`config.mk`:
```
export PLATFORM = sky130hd
export DESIGN_NAME = bct_core
export DESIGN_NICKNAME = d
export VERILOG_FILES = /design/src/rtl/bct_pkg.sv /design/src/rtl/bct_core.sv
export SDC_FILE = /design/constraint.sdc
export NUM_CORES = 1
export LEC_CHECK = 0
export BUFFER_PORTS_ARGS = -buffer_cell sky130_fd_sc_hd__buf_2
export CAP_MARGIN = 5
export CORE_MARGIN = 5
export CORE_UTILIZATION = 34
export DETAILED_ROUTE_END_ITERATION = 10
export GPL_TIMING_DRIVEN = 0
export PLACE_DENSITY = 0.56
export SETUP_SLACK_MARGIN = 0.4
export SYNTH_ARGS = -nofsm -noshare
export SYNTH_HDL_FRONTEND = slang
export SYNTH_SLANG_ARGS = --single-unit
```
`constraint.sdc`:
```
create_clock -name core_clk -period 2.3 [get_ports core_clk]
set_input_delay 0.23 -clock core_clk [delete_from_list [all_inputs] [get_ports core_clk]]
set_output_delay 0.23 -clock core_clk [all_outputs]
set_load 0.02 [all_outputs]
```
`src/rtl/bct_pkg.sv`:
```
// constants for the buffered capture timer core
// assumes a single core_clk domain and a synchronous active-high reset
//
// What this block does
// RULE_01 - eight channels, capture when select bit clear
// RULE_02 - select one means compare; selects reset zero
// RULE_03 - four plain channels store timer on edge
// RULE_04 - four buffered channels add a holding register
// RULE_05 - capture empty after read or move
// RULE_06 - holding register empty after read
// RULE_07 - plain channel: overwrite unless no-overwrite and full
// RULE_08 - latch mode copies on zero, zero write, force
// RULE_09 - latch mode without no-overwrite always overwrites
// RULE_10 - no-overwrite buffered: write only empty registers
// RULE_11 - queue mode shifts capture into holding first
// RULE_12 - queue mode holding read latches, clears accumulator
// RULE_13 - four 8-bit accumulators with holding registers
// RULE_14 - saturate bit stops unpaired accumulators at maximum
// RULE_15 - accumulator pairs can form 16-bit counters
// RULE_16 - accumulator latch moves value and clears together
// RULE_17 - 16-bit modulus down-counter with 4-bit prescaler
// RULE_18 - modulus zero raises periodic event flag
// RULE_19 - modulus latching periodic or only once
// RULE_20 - main 16-bit timer with 7-bit prescaler
// RULE_21 - selectable delay filters reject input noise
// RULE_22 - software reads 16-bit values as words
// RULE_23 - capture sets channel flag; values readable
// RULE_24 - reset clears all state except the pin synchronisers, marks registers empty
package bct_pkg;
   // ----------------------------------------------------------------
   // sizes
   // ----------------------------------------------------------------
   localparam int          NUM_CH   = 8;
   localparam int          NUM_BUF  = 4;
   localparam int          NUM_PAIR = 2;
   // ----------------------------------------------------------------
   // reset values and limits
   // ----------------------------------------------------------------
   localparam logic [15:0] CNT_RST  = 16'h0000;
   localparam logic [15:0] CNT_ONE  = 16'h0001;
   localparam logic [7:0]  ACC_RST  = 8'h00;
   localparam logic [7:0]  ACC_MAX  = 8'hFF;
   localparam logic [7:0]  ACC_ONE  = 8'h01;
   localparam logic [6:0]  PRE_RST  = 7'h00;
   localparam logic [6:0]  PRE_FULL = 7'h7F;
   localparam logic [3:0]  MPRE_RST = 4'h0;
   // ----------------------------------------------------------------
   // edge selection encoding, two bits per channel
   // ----------------------------------------------------------------
   localparam logic [1:0]  EDGE_OFF  = 2'h0;
   localparam logic [1:0]  EDGE_RISE = 2'h1;
   localparam logic [1:0]  EDGE_FALL = 2'h2;
   localparam logic [1:0]  EDGE_ANY  = 2'h3;
   // ----------------------------------------------------------------
   // delay filter lengths in core_clk cycles
   // ----------------------------------------------------------------
   localparam logic [6:0]  DLY_LEN0 = 7'h00;
   localparam logic [6:0]  DLY_LEN1 = 7'h04;
   localparam logic [6:0]  DLY_LEN2 = 7'h10;
   localparam logic [6:0]  DLY_LEN3 = 7'h40;
   // ----------------------------------------------------------------
   // modulus prescaler terminal counts (divide 1, 4, 8, 16)
   // ----------------------------------------------------------------
   localparam logic [3:0]  MDIV_TOP0 = 4'h0;
   localparam logic [3:0]  MDIV_TOP1 = 4'h3;
   localparam logic [3:0]  MDIV_TOP2 = 4'h7;
   localparam logic [3:0]  MDIV_TOP3 = 4'hF;
endpackage

```
`src/rtl/bct_core.sv`:
```
// buffered capture timer core: capture channels, accumulators, modulus counter
// assumes channel pins are asynchronous; all controls come from core_clk logic
`timescale 1ns/10ps
`default_nettype none
module bct_core (
   input  wire logic                                  core_clk,          // core clock, 100 MHz
   input  wire logic                                  srst,              // sync reset, active high
   input  wire logic [bct_pkg::NUM_CH-1:0]            chanPin,           // channel input pins
   input  wire logic [bct_pkg::NUM_CH-1:0]            chanCompareSelect, // 1 = compare, 0 = capture
   input  wire logic [bct_pkg::NUM_CH-1:0]            noOverwriteBit,    // protect full registers
   input  wire logic [2*bct_pkg::NUM_CH-1:0]          edgeSelect,        // edge kind per channel
   input  wire logic [1:0]                            delaySelect,       // noise filter length
   input  wire logic                                  latchQueueSelect,  // 1 latch, 0 queue
   input  wire logic                                  forceLatch,        // force latch pulse
   input  wire logic                                  accumSaturate,     // stop 8-bit at max
   input  wire logic [bct_pkg::NUM_PAIR-1:0]          accumPair16,       // join accumulator pair
   input  wire logic                                  timerEnable,       // main timer run
   input  wire logic [2:0]                            mainPrescale,      // divide by 2^n
   input  wire logic                                  modEnable,         // modulus counter run
   input  wire logic [1:0]                            modPrescale,       // modulus divider select
   input  wire logic                                  modPeriodic,       // 1 reload, 0 once
   input  wire logic                                  modLoadWe,         // modulus write pulse
   input  wire logic [15:0]                           modLoadValue,      // modulus write data
   input  wire logic                                  modZeroClr,        // clear zero flag
   input  wire logic [bct_pkg::NUM_CH-1:0]            rdCapStb,          // capture read pulse
   input  wire logic [bct_pkg::NUM_BUF-1:0]           rdHoldStb,         // holding read pulse
   input  wire logic [bct_pkg::NUM_CH-1:0]            flagClr,           // channel flag clear
   output logic      [bct_pkg::NUM_CH-1:0][15:0]      capVal,            // capture registers
   output logic      [bct_pkg::NUM_BUF-1:0][15:0]     holdVal,           // holding registers
   output logic      [bct_pkg::NUM_CH-1:0]            capFull,           // capture not empty
   output logic      [bct_pkg::NUM_BUF-1:0]           holdFull,          // holding not empty
   output logic      [bct_pkg::NUM_BUF-1:0][7:0]      accVal,            // accumulators
   output logic      [bct_pkg::NUM_BUF-1:0][7:0]      accHold,           // accumulator holding
   output logic      [bct_pkg::NUM_CH-1:0]            chanFlag,          // capture event flags
   output logic      [15:0]                           mainCount,         // main timer value
   output logic      [15:0]                           modCount,          // modulus counter value
   output logic                                       modZeroFlag        // modulus reached zero
);
   import bct_pkg::*;

   // ----------------------------------------------------------------
   // helpers
   // ----------------------------------------------------------------
   function automatic logic edgeHit(input logic [1:0] sel, input logic prev, input logic cur);
      edgeHit = ((sel == EDGE_RISE || sel == EDGE_ANY) && !prev && cur) ||
                ((sel == EDGE_FALL || sel == EDGE_ANY) && prev && !cur);
   endfunction

   function automatic logic [6:0] dlyLen(input logic [1:0] sel);
      unique case (sel)
         2'h0: dlyLen = DLY_LEN0;
         2'h1: dlyLen = DLY_LEN1;
         2'h2: dlyLen = DLY_LEN2;
         2'h3: dlyLen = DLY_LEN3;
      endcase
   endfunction

   function automatic logic [3:0] modDivTop(input logic [1:0] sel);
      unique case (sel)
         2'h0: modDivTop = MDIV_TOP0;
         2'h1: modDivTop = MDIV_TOP1;
         2'h2: modDivTop = MDIV_TOP2;
         2'h3: modDivTop = MDIV_TOP3;
      endcase
   endfunction

   function automatic logic [7:0] accStep(input logic [7:0] acc, input logic hit, input logic sat);
      accStep = (hit && !(sat && acc == ACC_MAX)) ? acc + ACC_ONE : acc;
   endfunction

   // ----------------------------------------------------------------
   // state
   // ----------------------------------------------------------------
   logic [NUM_CH-1:0]        pinS1_q, pinS2_q, filtLvl_q, filtPrev_q;
   logic [NUM_CH-1:0][6:0]   dlyCnt_q;
   logic [6:0]               mainPre_q;
   logic [15:0]              tcnt_q;
   logic [3:0]               modPre_q;
   logic [15:0]              modCount_q, modReload_q;
   logic                     modZeroFlag_q;
   logic [NUM_CH-1:0][15:0]  capVal_q;
   logic [NUM_BUF-1:0][15:0] holdVal_q;
   logic [NUM_CH-1:0]        capFull_q, chanFlag_q;
   logic [NUM_BUF-1:0]       holdFull_q;
   logic [NUM_BUF-1:0][7:0]  accVal_q, accHold_q;
   logic [NUM_CH-1:0]        chanEdge, capEv;
   logic [NUM_BUF-1:0]       accXfer;
   logic [6:0]               preMask;
   logic                     mainTick, modTick, modZeroEv, modWrZero, latchSrc, latchEv;

   // ----------------------------------------------------------------
   // input synchronisers and delay filters
   // ----------------------------------------------------------------
   // two flops per pin before any logic looks at it
   always_ff @(posedge core_clk) begin
      pinS1_q <= chanPin;
      pinS2_q <= pinS1_q;
   end

   // level accepted only after staying changed for the delay length
   always_ff @(posedge core_clk) begin
      if (srst) begin
         filtLvl_q  <= '0;
         filtPrev_q <= '0;
         dlyCnt_q   <= '0;
      end else begin
         filtPrev_q <= filtLvl_q;
         for (int i = 0; i < NUM_CH; i++) begin
            if (pinS2_q[i] == filtLvl_q[i]) begin
               dlyCnt_q[i] <= PRE_RST;
            end else if (dlyCnt_q[i] >= dlyLen(delaySelect)) begin
               filtLvl_q[i] <= pinS2_q[i]; // RULE_21
               dlyCnt_q[i]  <= PRE_RST;
            end else begin
               dlyCnt_q[i] <= dlyCnt_q[i] + 7'h01;
            end
         end
      end
   end

   // valid edges; capture only on channels set to capture
   always_comb begin
      for (int i = 0; i < NUM_CH; i++) begin
         chanEdge[i] = edgeHit(edgeSelect[2*i +: 2], filtPrev_q[i], filtLvl_q[i]);
         capEv[i]    = chanEdge[i] && !chanCompareSelect[i]; // RULE_01 RULE_02
      end
   end

   // ----------------------------------------------------------------
   // main timer
   // ----------------------------------------------------------------
   assign preMask  = PRE_FULL >> (3'h7 - mainPrescale);
   assign mainTick = timerEnable && ((mainPre_q & preMask) == preMask);

   // 7-bit prescaler feeding the 16-bit up counter
   always_ff @(posedge core_clk) begin
      if (srst) begin
         mainPre_q <= PRE_RST;
         tcnt_q    <= CNT_RST;
      end else if (timerEnable) begin
         mainPre_q <= mainPre_q + 7'h01; // RULE_20
         if (mainTick) begin
            tcnt_q <= tcnt_q + CNT_ONE;
         end
      end
   end

   // ----------------------------------------------------------------
   // modulus down-counter
   // ----------------------------------------------------------------
   assign modTick   = modEnable && (modPre_q == modDivTop(modPrescale));
   assign modZeroEv = modTick && (modCount_q == CNT_ONE) && !modLoadWe;
   assign modWrZero = modLoadWe && (modLoadValue == CNT_RST);
   assign latchSrc  = modZeroEv || modWrZero || forceLatch;
   assign latchEv   = latchQueueSelect && latchSrc; // RULE_08

   // prescaler, count, reload or stop at zero
   always_ff @(posedge core_clk) begin
      if (srst) begin
         modPre_q    <= MPRE_RST;
         modCount_q  <= CNT_RST; // RULE_24
         modReload_q <= CNT_RST;
      end else begin
         modPre_q <= (modTick || !modEnable) ? MPRE_RST : modPre_q + 4'h1; // RULE_17
         if (modLoadWe) begin
            modCount_q  <= modLoadValue;
            modReload_q <= modLoadValue;
         end else if (modZeroEv) begin
            modCount_q <= modPeriodic ? modReload_q : CNT_RST; // RULE_19
         end else if (modTick && modCount_q != CNT_RST) begin
            modCount_q <= modCount_q - CNT_ONE;
         end
      end
   end

   // zero flag, a new zero wins over a clear
   always_ff @(posedge core_clk) begin
      if (srst) begin
         modZeroFlag_q <= 1'b0;
      end else if (modZeroEv) begin
         modZeroFlag_q <= 1'b1; // RULE_18
      end else if (modZeroClr) begin
         modZeroFlag_q <= 1'b0;
      end
   end

   // ----------------------------------------------------------------
   // capture and holding registers
   // ----------------------------------------------------------------
   // reads empty a register; a same-cycle event refills it only if the register was writable before the read
   always_ff @(posedge core_clk) begin
      if (srst) begin
         capVal_q   <= '0;
         holdVal_q  <= '0;
         capFull_q  <= '0; // RULE_24
         holdFull_q <= '0;
      end else begin
         for (int i = 0; i < NUM_CH; i++) begin
            if (rdCapStb[i]) begin
               capFull_q[i] <= 1'b0; // RULE_05
            end
         end
         for (int i = 0; i < NUM_BUF; i++) begin
            if (rdHoldStb[i]) begin
               holdFull_q[i] <= 1'b0; // RULE_06
            end
         end
         // plain channels
         for (int i = NUM_BUF; i < NUM_CH; i++) begin
            if (capEv[i] && (!noOverwriteBit[i] || !capFull_q[i])) begin
               capVal_q[i]  <= tcnt_q; // RULE_03 RULE_07
               capFull_q[i] <= 1'b1;
            end
         end
         // buffered channels
         for (int i = 0; i < NUM_BUF; i++) begin
            if (latchQueueSelect) begin
               if (latchEv && (!noOverwriteBit[i] || !holdFull_q[i])) begin
                  holdVal_q[i]  <= capVal_q[i]; // RULE_08 RULE_09 RULE_10
                  holdFull_q[i] <= capFull_q[i];
                  capFull_q[i]  <= 1'b0;
               end
               if (capEv[i] && (!noOverwriteBit[i] || !capFull_q[i])) begin
                  capVal_q[i]  <= tcnt_q; // RULE_04 RULE_09 RULE_10
                  capFull_q[i] <= 1'b1;
               end
            end else if (capEv[i]) begin
               if (!noOverwriteBit[i] || (capFull_q[i] && !holdFull_q[i])) begin
                  holdVal_q[i]  <= capVal_q[i]; // RULE_11 RULE_10
                  holdFull_q[i] <= capFull_q[i];
                  capVal_q[i]   <= tcnt_q;
                  capFull_q[i]  <= 1'b1;
               end else if (!capFull_q[i]) begin
                  capVal_q[i]  <= tcnt_q; // RULE_10
                  capFull_q[i] <= 1'b1;
               end
            end
         end
      end
   end

   // channel flags, an event wins over a clear
   always_ff @(posedge core_clk) begin
      if (srst) begin
         chanFlag_q <= '0;
      end else begin
         chanFlag_q <= (chanFlag_q & ~flagClr) | capEv; // RULE_23
      end
   end

   // ----------------------------------------------------------------
   // pulse accumulators
   // ----------------------------------------------------------------
   always_comb begin
      for (int i = 0; i < NUM_BUF; i++) begin
         accXfer[i] = latchEv || (!latchQueueSelect && rdHoldStb[i]); // RULE_12 RULE_16
      end
   end

   // each pair counts alone or as one 16-bit counter on its odd channel
   always_ff @(posedge core_clk) begin
      if (srst) begin
         accVal_q  <= '0; // RULE_24
         accHold_q <= '0;
      end else begin
         for (int p = 0; p < NUM_PAIR; p++) begin
            if (accumPair16[p]) begin
               if (accXfer[2*p] || accXfer[2*p+1]) begin
                  accHold_q[2*p]   <= accVal_q[2*p]; // RULE_15
                  accHold_q[2*p+1] <= accVal_q[2*p+1];
                  accVal_q[2*p]    <= chanEdge[2*p+1] ? ACC_ONE : ACC_RST;
                  accVal_q[2*p+1]  <= ACC_RST;
               end else if (chanEdge[2*p+1]) begin
                  {accVal_q[2*p+1], accVal_q[2*p]} <= {accVal_q[2*p+1], accVal_q[2*p]} + CNT_ONE;
               end
            end else begin
               for (int k = 2*p; k < 2*p+2; k++) begin
                  if (accXfer[k]) begin
                     accHold_q[k] <= accVal_q[k]; // RULE_16 RULE_12
                     accVal_q[k]  <= chanEdge[k] ? ACC_ONE : ACC_RST;
                  end else begin
                     accVal_q[k] <= accStep(accVal_q[k], chanEdge[k], accumSaturate); // RULE_13 RULE_14
                  end
               end
            end
         end
      end
   end

   // ----------------------------------------------------------------
   // outputs
   // ----------------------------------------------------------------
   // whole 16-bit words are presented at once
   assign capVal      = capVal_q; // RULE_22 RULE_23
   assign holdVal     = holdVal_q;
   assign capFull     = capFull_q;
   assign holdFull    = holdFull_q;
   assign accVal      = accVal_q;
   assign accHold     = accHold_q;
   assign chanFlag    = chanFlag_q;
   assign mainCount   = tcnt_q;
   assign modCount    = modCount_q;
   assign modZeroFlag = modZeroFlag_q;

   // ----------------------------------------------------------------
   // checks
   // ----------------------------------------------------------------
   AST_CMP_NO_CAPT: assert property (@(posedge core_clk) disable iff (srst) // RULE_02
      chanCompareSelect[6] |=> $stable(capVal_q[6])) else $error("compare channel captured");
   AST_UNBUF_OVW: assert property (@(posedge core_clk) disable iff (srst) // RULE_07
      capEv[4] && !noOverwriteBit[4] |=> capVal_q[4] == $past(tcnt_q)) else $error("capture lost");
   AST_NOVW_KEEP: assert property (@(posedge core_clk) disable iff (srst) // RULE_07
      noOverwriteBit[5] && capFull_q[5] && !rdCapStb[5] |=> $stable(capVal_q[5]))
      else $error("full capture overwritten");
   AST_RD_EMPTY: assert property (@(posedge core_clk) disable iff (srst) // RULE_05
      rdCapStb[5] && !capEv[5] |=> !capFull_q[5]) else $error("read left capture full");
   AST_HOLD_RD: assert property (@(posedge core_clk) disable iff (srst) // RULE_06
      rdHoldStb[0] && !capEv[0] && !latchEv |=> !holdFull_q[0]) else $error("read left holding full");
   AST_QUEUE_SHIFT: assert property (@(posedge core_clk) disable iff (srst) // RULE_11
      !latchQueueSelect && capEv[0] && !noOverwriteBit[0]
      |=> holdVal_q[0] == $past(capVal_q[0]) && capVal_q[0] == $past(tcnt_q)) else $error("queue shift wrong");
   AST_LATCH_COPY: assert property (@(posedge core_clk) disable iff (srst) // RULE_08
      latchEv && !noOverwriteBit[2] |=> holdVal_q[2] == $past(capVal_q[2])) else $error("latch copy wrong");
   AST_ACC_SAT: assert property (@(posedge core_clk) disable iff (srst) // RULE_14
      accumSaturate && !accumPair16[1] && accVal_q[2] == ACC_MAX && !accXfer[2]
      |=> accVal_q[2] == ACC_MAX) else $error("accumulator wrapped");
   AST_PA_LATCH: assert property (@(posedge core_clk) disable iff (srst) // RULE_16
      accXfer[3] && !accumPair16[1] && !chanEdge[3]
      |=> accHold_q[3] == $past(accVal_q[3]) && accVal_q[3] == ACC_RST) else $error("accumulator latch wrong");
   AST_MOD_ZERO: assert property (@(posedge core_clk) disable iff (srst) // RULE_18
      modZeroEv |=> modZeroFlag_q && modCount_q == ($past(modPeriodic) ? $past(modReload_q) : CNT_RST))
      else $error("modulus zero wrong");
   AST_FLAG_SET: assert property (@(posedge core_clk) disable iff (srst) // RULE_23
      capEv[3] |=> chanFlag_q[3] [*1] ##0 1) else $error("flag not set");
   AST_TCNT_STEP: assert property (@(posedge core_clk) disable iff (srst) // RULE_20
      mainTick |=> tcnt_q == $past(tcnt_q) + CNT_ONE) else $error("main timer did not step");
   AST_RESET_CLR: assert property (@(posedge core_clk) // RULE_24
      srst |=> capFull_q == '0 && holdFull_q == '0 && modCount_q == CNT_RST) else $error("reset incomplete");
endmodule
`default_nettype wire

```
==> results list <==
- For this run, the total global-route usage over all layers was measured as 0.2197.
- Timing analysis after detailed placement gives a worst setup slack of -901.1 ps.
- The average instance in the mapped netlist occupies 9.270 um^2.
* Final core utilization: 0.4850
- Cells taking the most area after synthesis: dfxtp_1, mux2i_1, nor2_1
- Int Power: between 0.01 and 0.015 W
- In this run the clock root is driven by a clkbuf_16.
* Core area: between 50000 and 60000 um^2
* Clock slew at reported path FFs: ~60 ps
- The critical path in this run is classified as reg -> reg.
- After synthesis, the share of flip-flops with an asynchronous set or reset is 0.
* Final Power: about 0.017 W
- For this run, the top clock speed supported by timing is roughly 370 MHz.
- Endpoint of the lowest-slack register-to-register path: accVal[15]
* Status: complete, but fails checks
- Worst min-delay path class: in -> reg
- The wire-length estimate of the detail-placed layout is around 48000 um.
- Biggest cell delay along the critical path: about 430 ps
- Maximum clock insertion buffer count: 3
- TritonCTS created 48 clock buffers.
- Worst-case setup margin in the final layout: -428.5 ps
- Detailed-routing iteration count for the pre-antenna-repair pass: 6
- After the last flow step, the layout net total stands at ~2700.
- Share of total power in the clock network: 0.448
- The share of synthesized area in the top cell type comes to 0.4789.
- Of the total power, the share spent switching nets is 0.2530.
* Number of stages on the worst setup path: 12
- Hold Slack: ~26 ps
- Clk Latency, worst-skew pair: 580 ps
- Average via count per standard cell: a little over 5
- In this run the horizontal extent of the chip is about 240 um.
- When the netlist entered floorplanning its net count stood at between 2000 and 2500.
- DRT antenna net count: 0
- TritonCTS built the clock tree.
- Summing all multi-input logic gate instances after layout gives between 9000 and 10000 um^2.
* Worst Tran Pin Value: ~1100 ps
- The detailed router placed around 16000 vias in this run.
- For this run, design rule violations remaining after detail routing come to 0.
* Series of cell instances along the critical path: nor4_4, and4_1, o211ai_1, buf_4, buf_12, a31oi_4, buf_6, nand2b_4, buf_6, buf_4, a41oi_2, nor4_1
- Sum of overflow across all layers after global routing: 0
- The largest individual stage delay along the critical path comes from the cell nor4_4.
- Period utilisation layout: 1.186
* Worst R2R Setup Slack: -430 ps
- For this design the ratio of total power to cell area is slightly below 700 nW/um^2.
* Worst reg2reg path startpoint: modCount[5]
- The worst setup path is launched from a flop.
- I/O Pins: around 400
- Registers take 8536 um^2.
- The synthesized netlist occupies a cell area of 17720 um^2.
- Dividing the detail-routed wire length by the instance count gives 20.77 um.
- Pins over their slew limit: 0
- Worst-case headroom to the max-slew limit: 0.2977
- Broken down by cell family, the worst path's largest delay share belongs to simple AND/OR/NAND/NOR gates.
- Combinational share of power: 0.112
- Final wirelength: 67140 um
- Clock skew: between 15 and 20 ps
- Layout-stage area growth over the synthesis result: 40.96%
- Area leader, netlist: dfxtp_1
- Distinct cell type count of the synthesized netlist: slightly below 80
* Commonest cells in the netlist: dfxtp_1, nor2_1, mux2i_1
- The most critical setup path has its startpoint at modCount[5].
- The number of global-route vias before repair is about 16000.
- Summed over all failing endpoints, the final setup total negative slack is -37020 ps.
- Max-cap violations in this run came to 0.
* Number of synthesized flops with an enable pin: 0
* Count of input and output buffers: around 400
* Data required time at the worst endpoint: around 2800 ps
* Gate Count Post-Synth: approximately 1900
- Of the total power, registers draw 0.440.
* Pin count of the biggest net entering global routing: 14
- Number of violations reported at the end of detailed-routing iteration 0: slightly above 900
* DIE AREA: ~57000 um^2
* Fraction of the yosys area taken by sequential cells: 0.4789
- Critical path data arrival time: ~3200 ps
* Clock sink total: 424
* Height of the die: 238.3 um
- By instance count, the leading cell after synthesis is dfxtp_1.
* Antenna violations before repair: 3
* Layout filler cell count: about 5000
* Critical Path Sink: accVal[15]
* Critical path buffer and inverter count: 5
- Unrepaired setup endpoints after global routing: yes
* Min cycle time layout: around 2700 ps
* Switching power of the nets: around 0.0044 W
- Synthesis-stage register bit count: about 420
- Capturing element type of the critical path: flop
* Path depth of the worst reg2reg path: 12
- Peak fanout along the critical path: 5
* Flip-flop cell with the highest count after synthesis: dfxtp_1
- Violated checks: negative setup slack
* Fraction of final layout cells sized beyond drive strength 1: 0.3140
* Number of placement rows: 83
* Count of yosys warnings during synthesis: 0
* Starting density of the core: 0.3441
* Maximum ir drop on the vdd rail: 578.8 uV
- At the end of routability-driven placement, the weighted congestion stood at approximately 0.89.
* Pleak: about 11 nW
- First-pass GRT wire length: a little under 100000 um
- The H-tree was split into 2 levels.
* Endpoints failing setup: 148
* Hold Violations, Final: 0
-- metrics by stage --
| stage | instances | instance area (um^2) |
|---|---|---|
| floorplan | 1912 | 17980 |
| global placement | 2993 | 20840 |
| detailed placement | 2994 | 20860 |
| CTS | 3187 | 24020 |
| global route | 3232 | 24980 |
| finish | 3233 | 24980 |
-- sequential cells by signal, indices dropped and copies added (netlist names) --
| name | flops |
|---|---|
| pinS1_q | 8 |
| mainPre_q | 7 |
| modZeroFlag | 1 |
| dlyCnt_q | 56 |
| modReload_q | 16 |
| mainCount | 16 |
| holdFull | 4 |
| holdVal | 64 |
| filtLvl_q | 8 |
| capFull | 8 |
| accHold | 32 |
| pinS2_q | 8 |
| chanFlag | 8 |
| capVal | 128 |
| filtPrev_q | 8 |
| modPre_q | 4 |
| accVal | 32 |
| modCount | 16 |
-- worst min path at each step --
| stage | startpoint | end | cells after the start |
|---|---|---|---|
| floorplan | chanPin[0] | pinS1_q[0] | 0 |
| global placement | pinS1_q[4] | pinS2_q[4] | 0 |
| detailed placement | pinS1_q[2] | pinS2_q[2] | 0 |
| CTS | rdHoldStb[3] | holdFull[3] | 3 |
| global route | rdHoldStb[3] | holdFull[3] | 3 |
| finish | rdCapStb[3] | capFull[3] | 4 |
-- area by class of cell --
class | instances | share of cell area
multi-input cells | 1329 | 0.3744
flip-flops and latches | 424 | 0.3416
repair buffers | 551 | 0.1443
clock buffers | 71 | 0.05799
well taps | 680 | 0.03405
plain buffers | 106 | 0.03295
inverters | 53 | 0.007963
clock inverters | 17 | 0.006460
diodes | 2 | 0.0002003
-- cells in the final DEF, fill, tap and decap left out, drive strengths merged, types with 16 or more instances in the layout --
master and count:
a211oi 19, a21oi 86, a31oi 21, and3 25
buf 536, clkbuf 145, dfxtp 424, dlygate4sd3 47
ha 50, inv 55, mux2i 239, nand2 107
nand2b 22, nand3 43, nor2 381, nor2b 16
nor3 36, o21ai 42, xnor2 43, xor2 29
-- power by group through the flow --
stage	Combinational [W]	Sequential [W]	Clock, W
2_1_floorplan	0.000861	0.00778	0
3_3_place_gp	0.00140	0.00776	0
3_5_place_dp	0.00143	0.00776	0
4_1_cts	0.00172	0.00760	0.00793
5_1_grt	0.00207	0.00762	0.00824
6_report	0.00194	0.00761	0.00776
-- routing by layer --
layer	routed length [um]	vias up	part of all wire	global-route usage
met5	21	-	0.00031	0
met4	1251	4	0.019	0.05113
met3	5338	102	0.080	0.06484
met2	32220	553	0.48	0.3791
met1	28320	7899	0.42	0.2718
li1	-	7821	-	-
-- timing repair --
item	4_1_cts	5_1_grt
endpoints found under the setup margin	343	309
gates cloned	7	4
pin swaps	40	47
resized for setup	135	151
buffers inserted	53	38
hold buffers	45	2
hold endpoints to repair	46	2
-- cells by family after synthesis --
group,Yosys count,share of synthesized area
fa+ha+maj,50,0.03530
buf+inv,159,0.03579
xor+xnor,72,0.03558
compound gates,244,0.09170
mux,240,0.1356
simple gates,723,0.1871
flops,424,0.4789
-- worst min-delay path: stages --
cell and delay (ps):
buf_2 80, o22ai_1 80, a21oi_2 130, nor2_1 40
No activity file was read; power rests on OpenSTA's default activity.
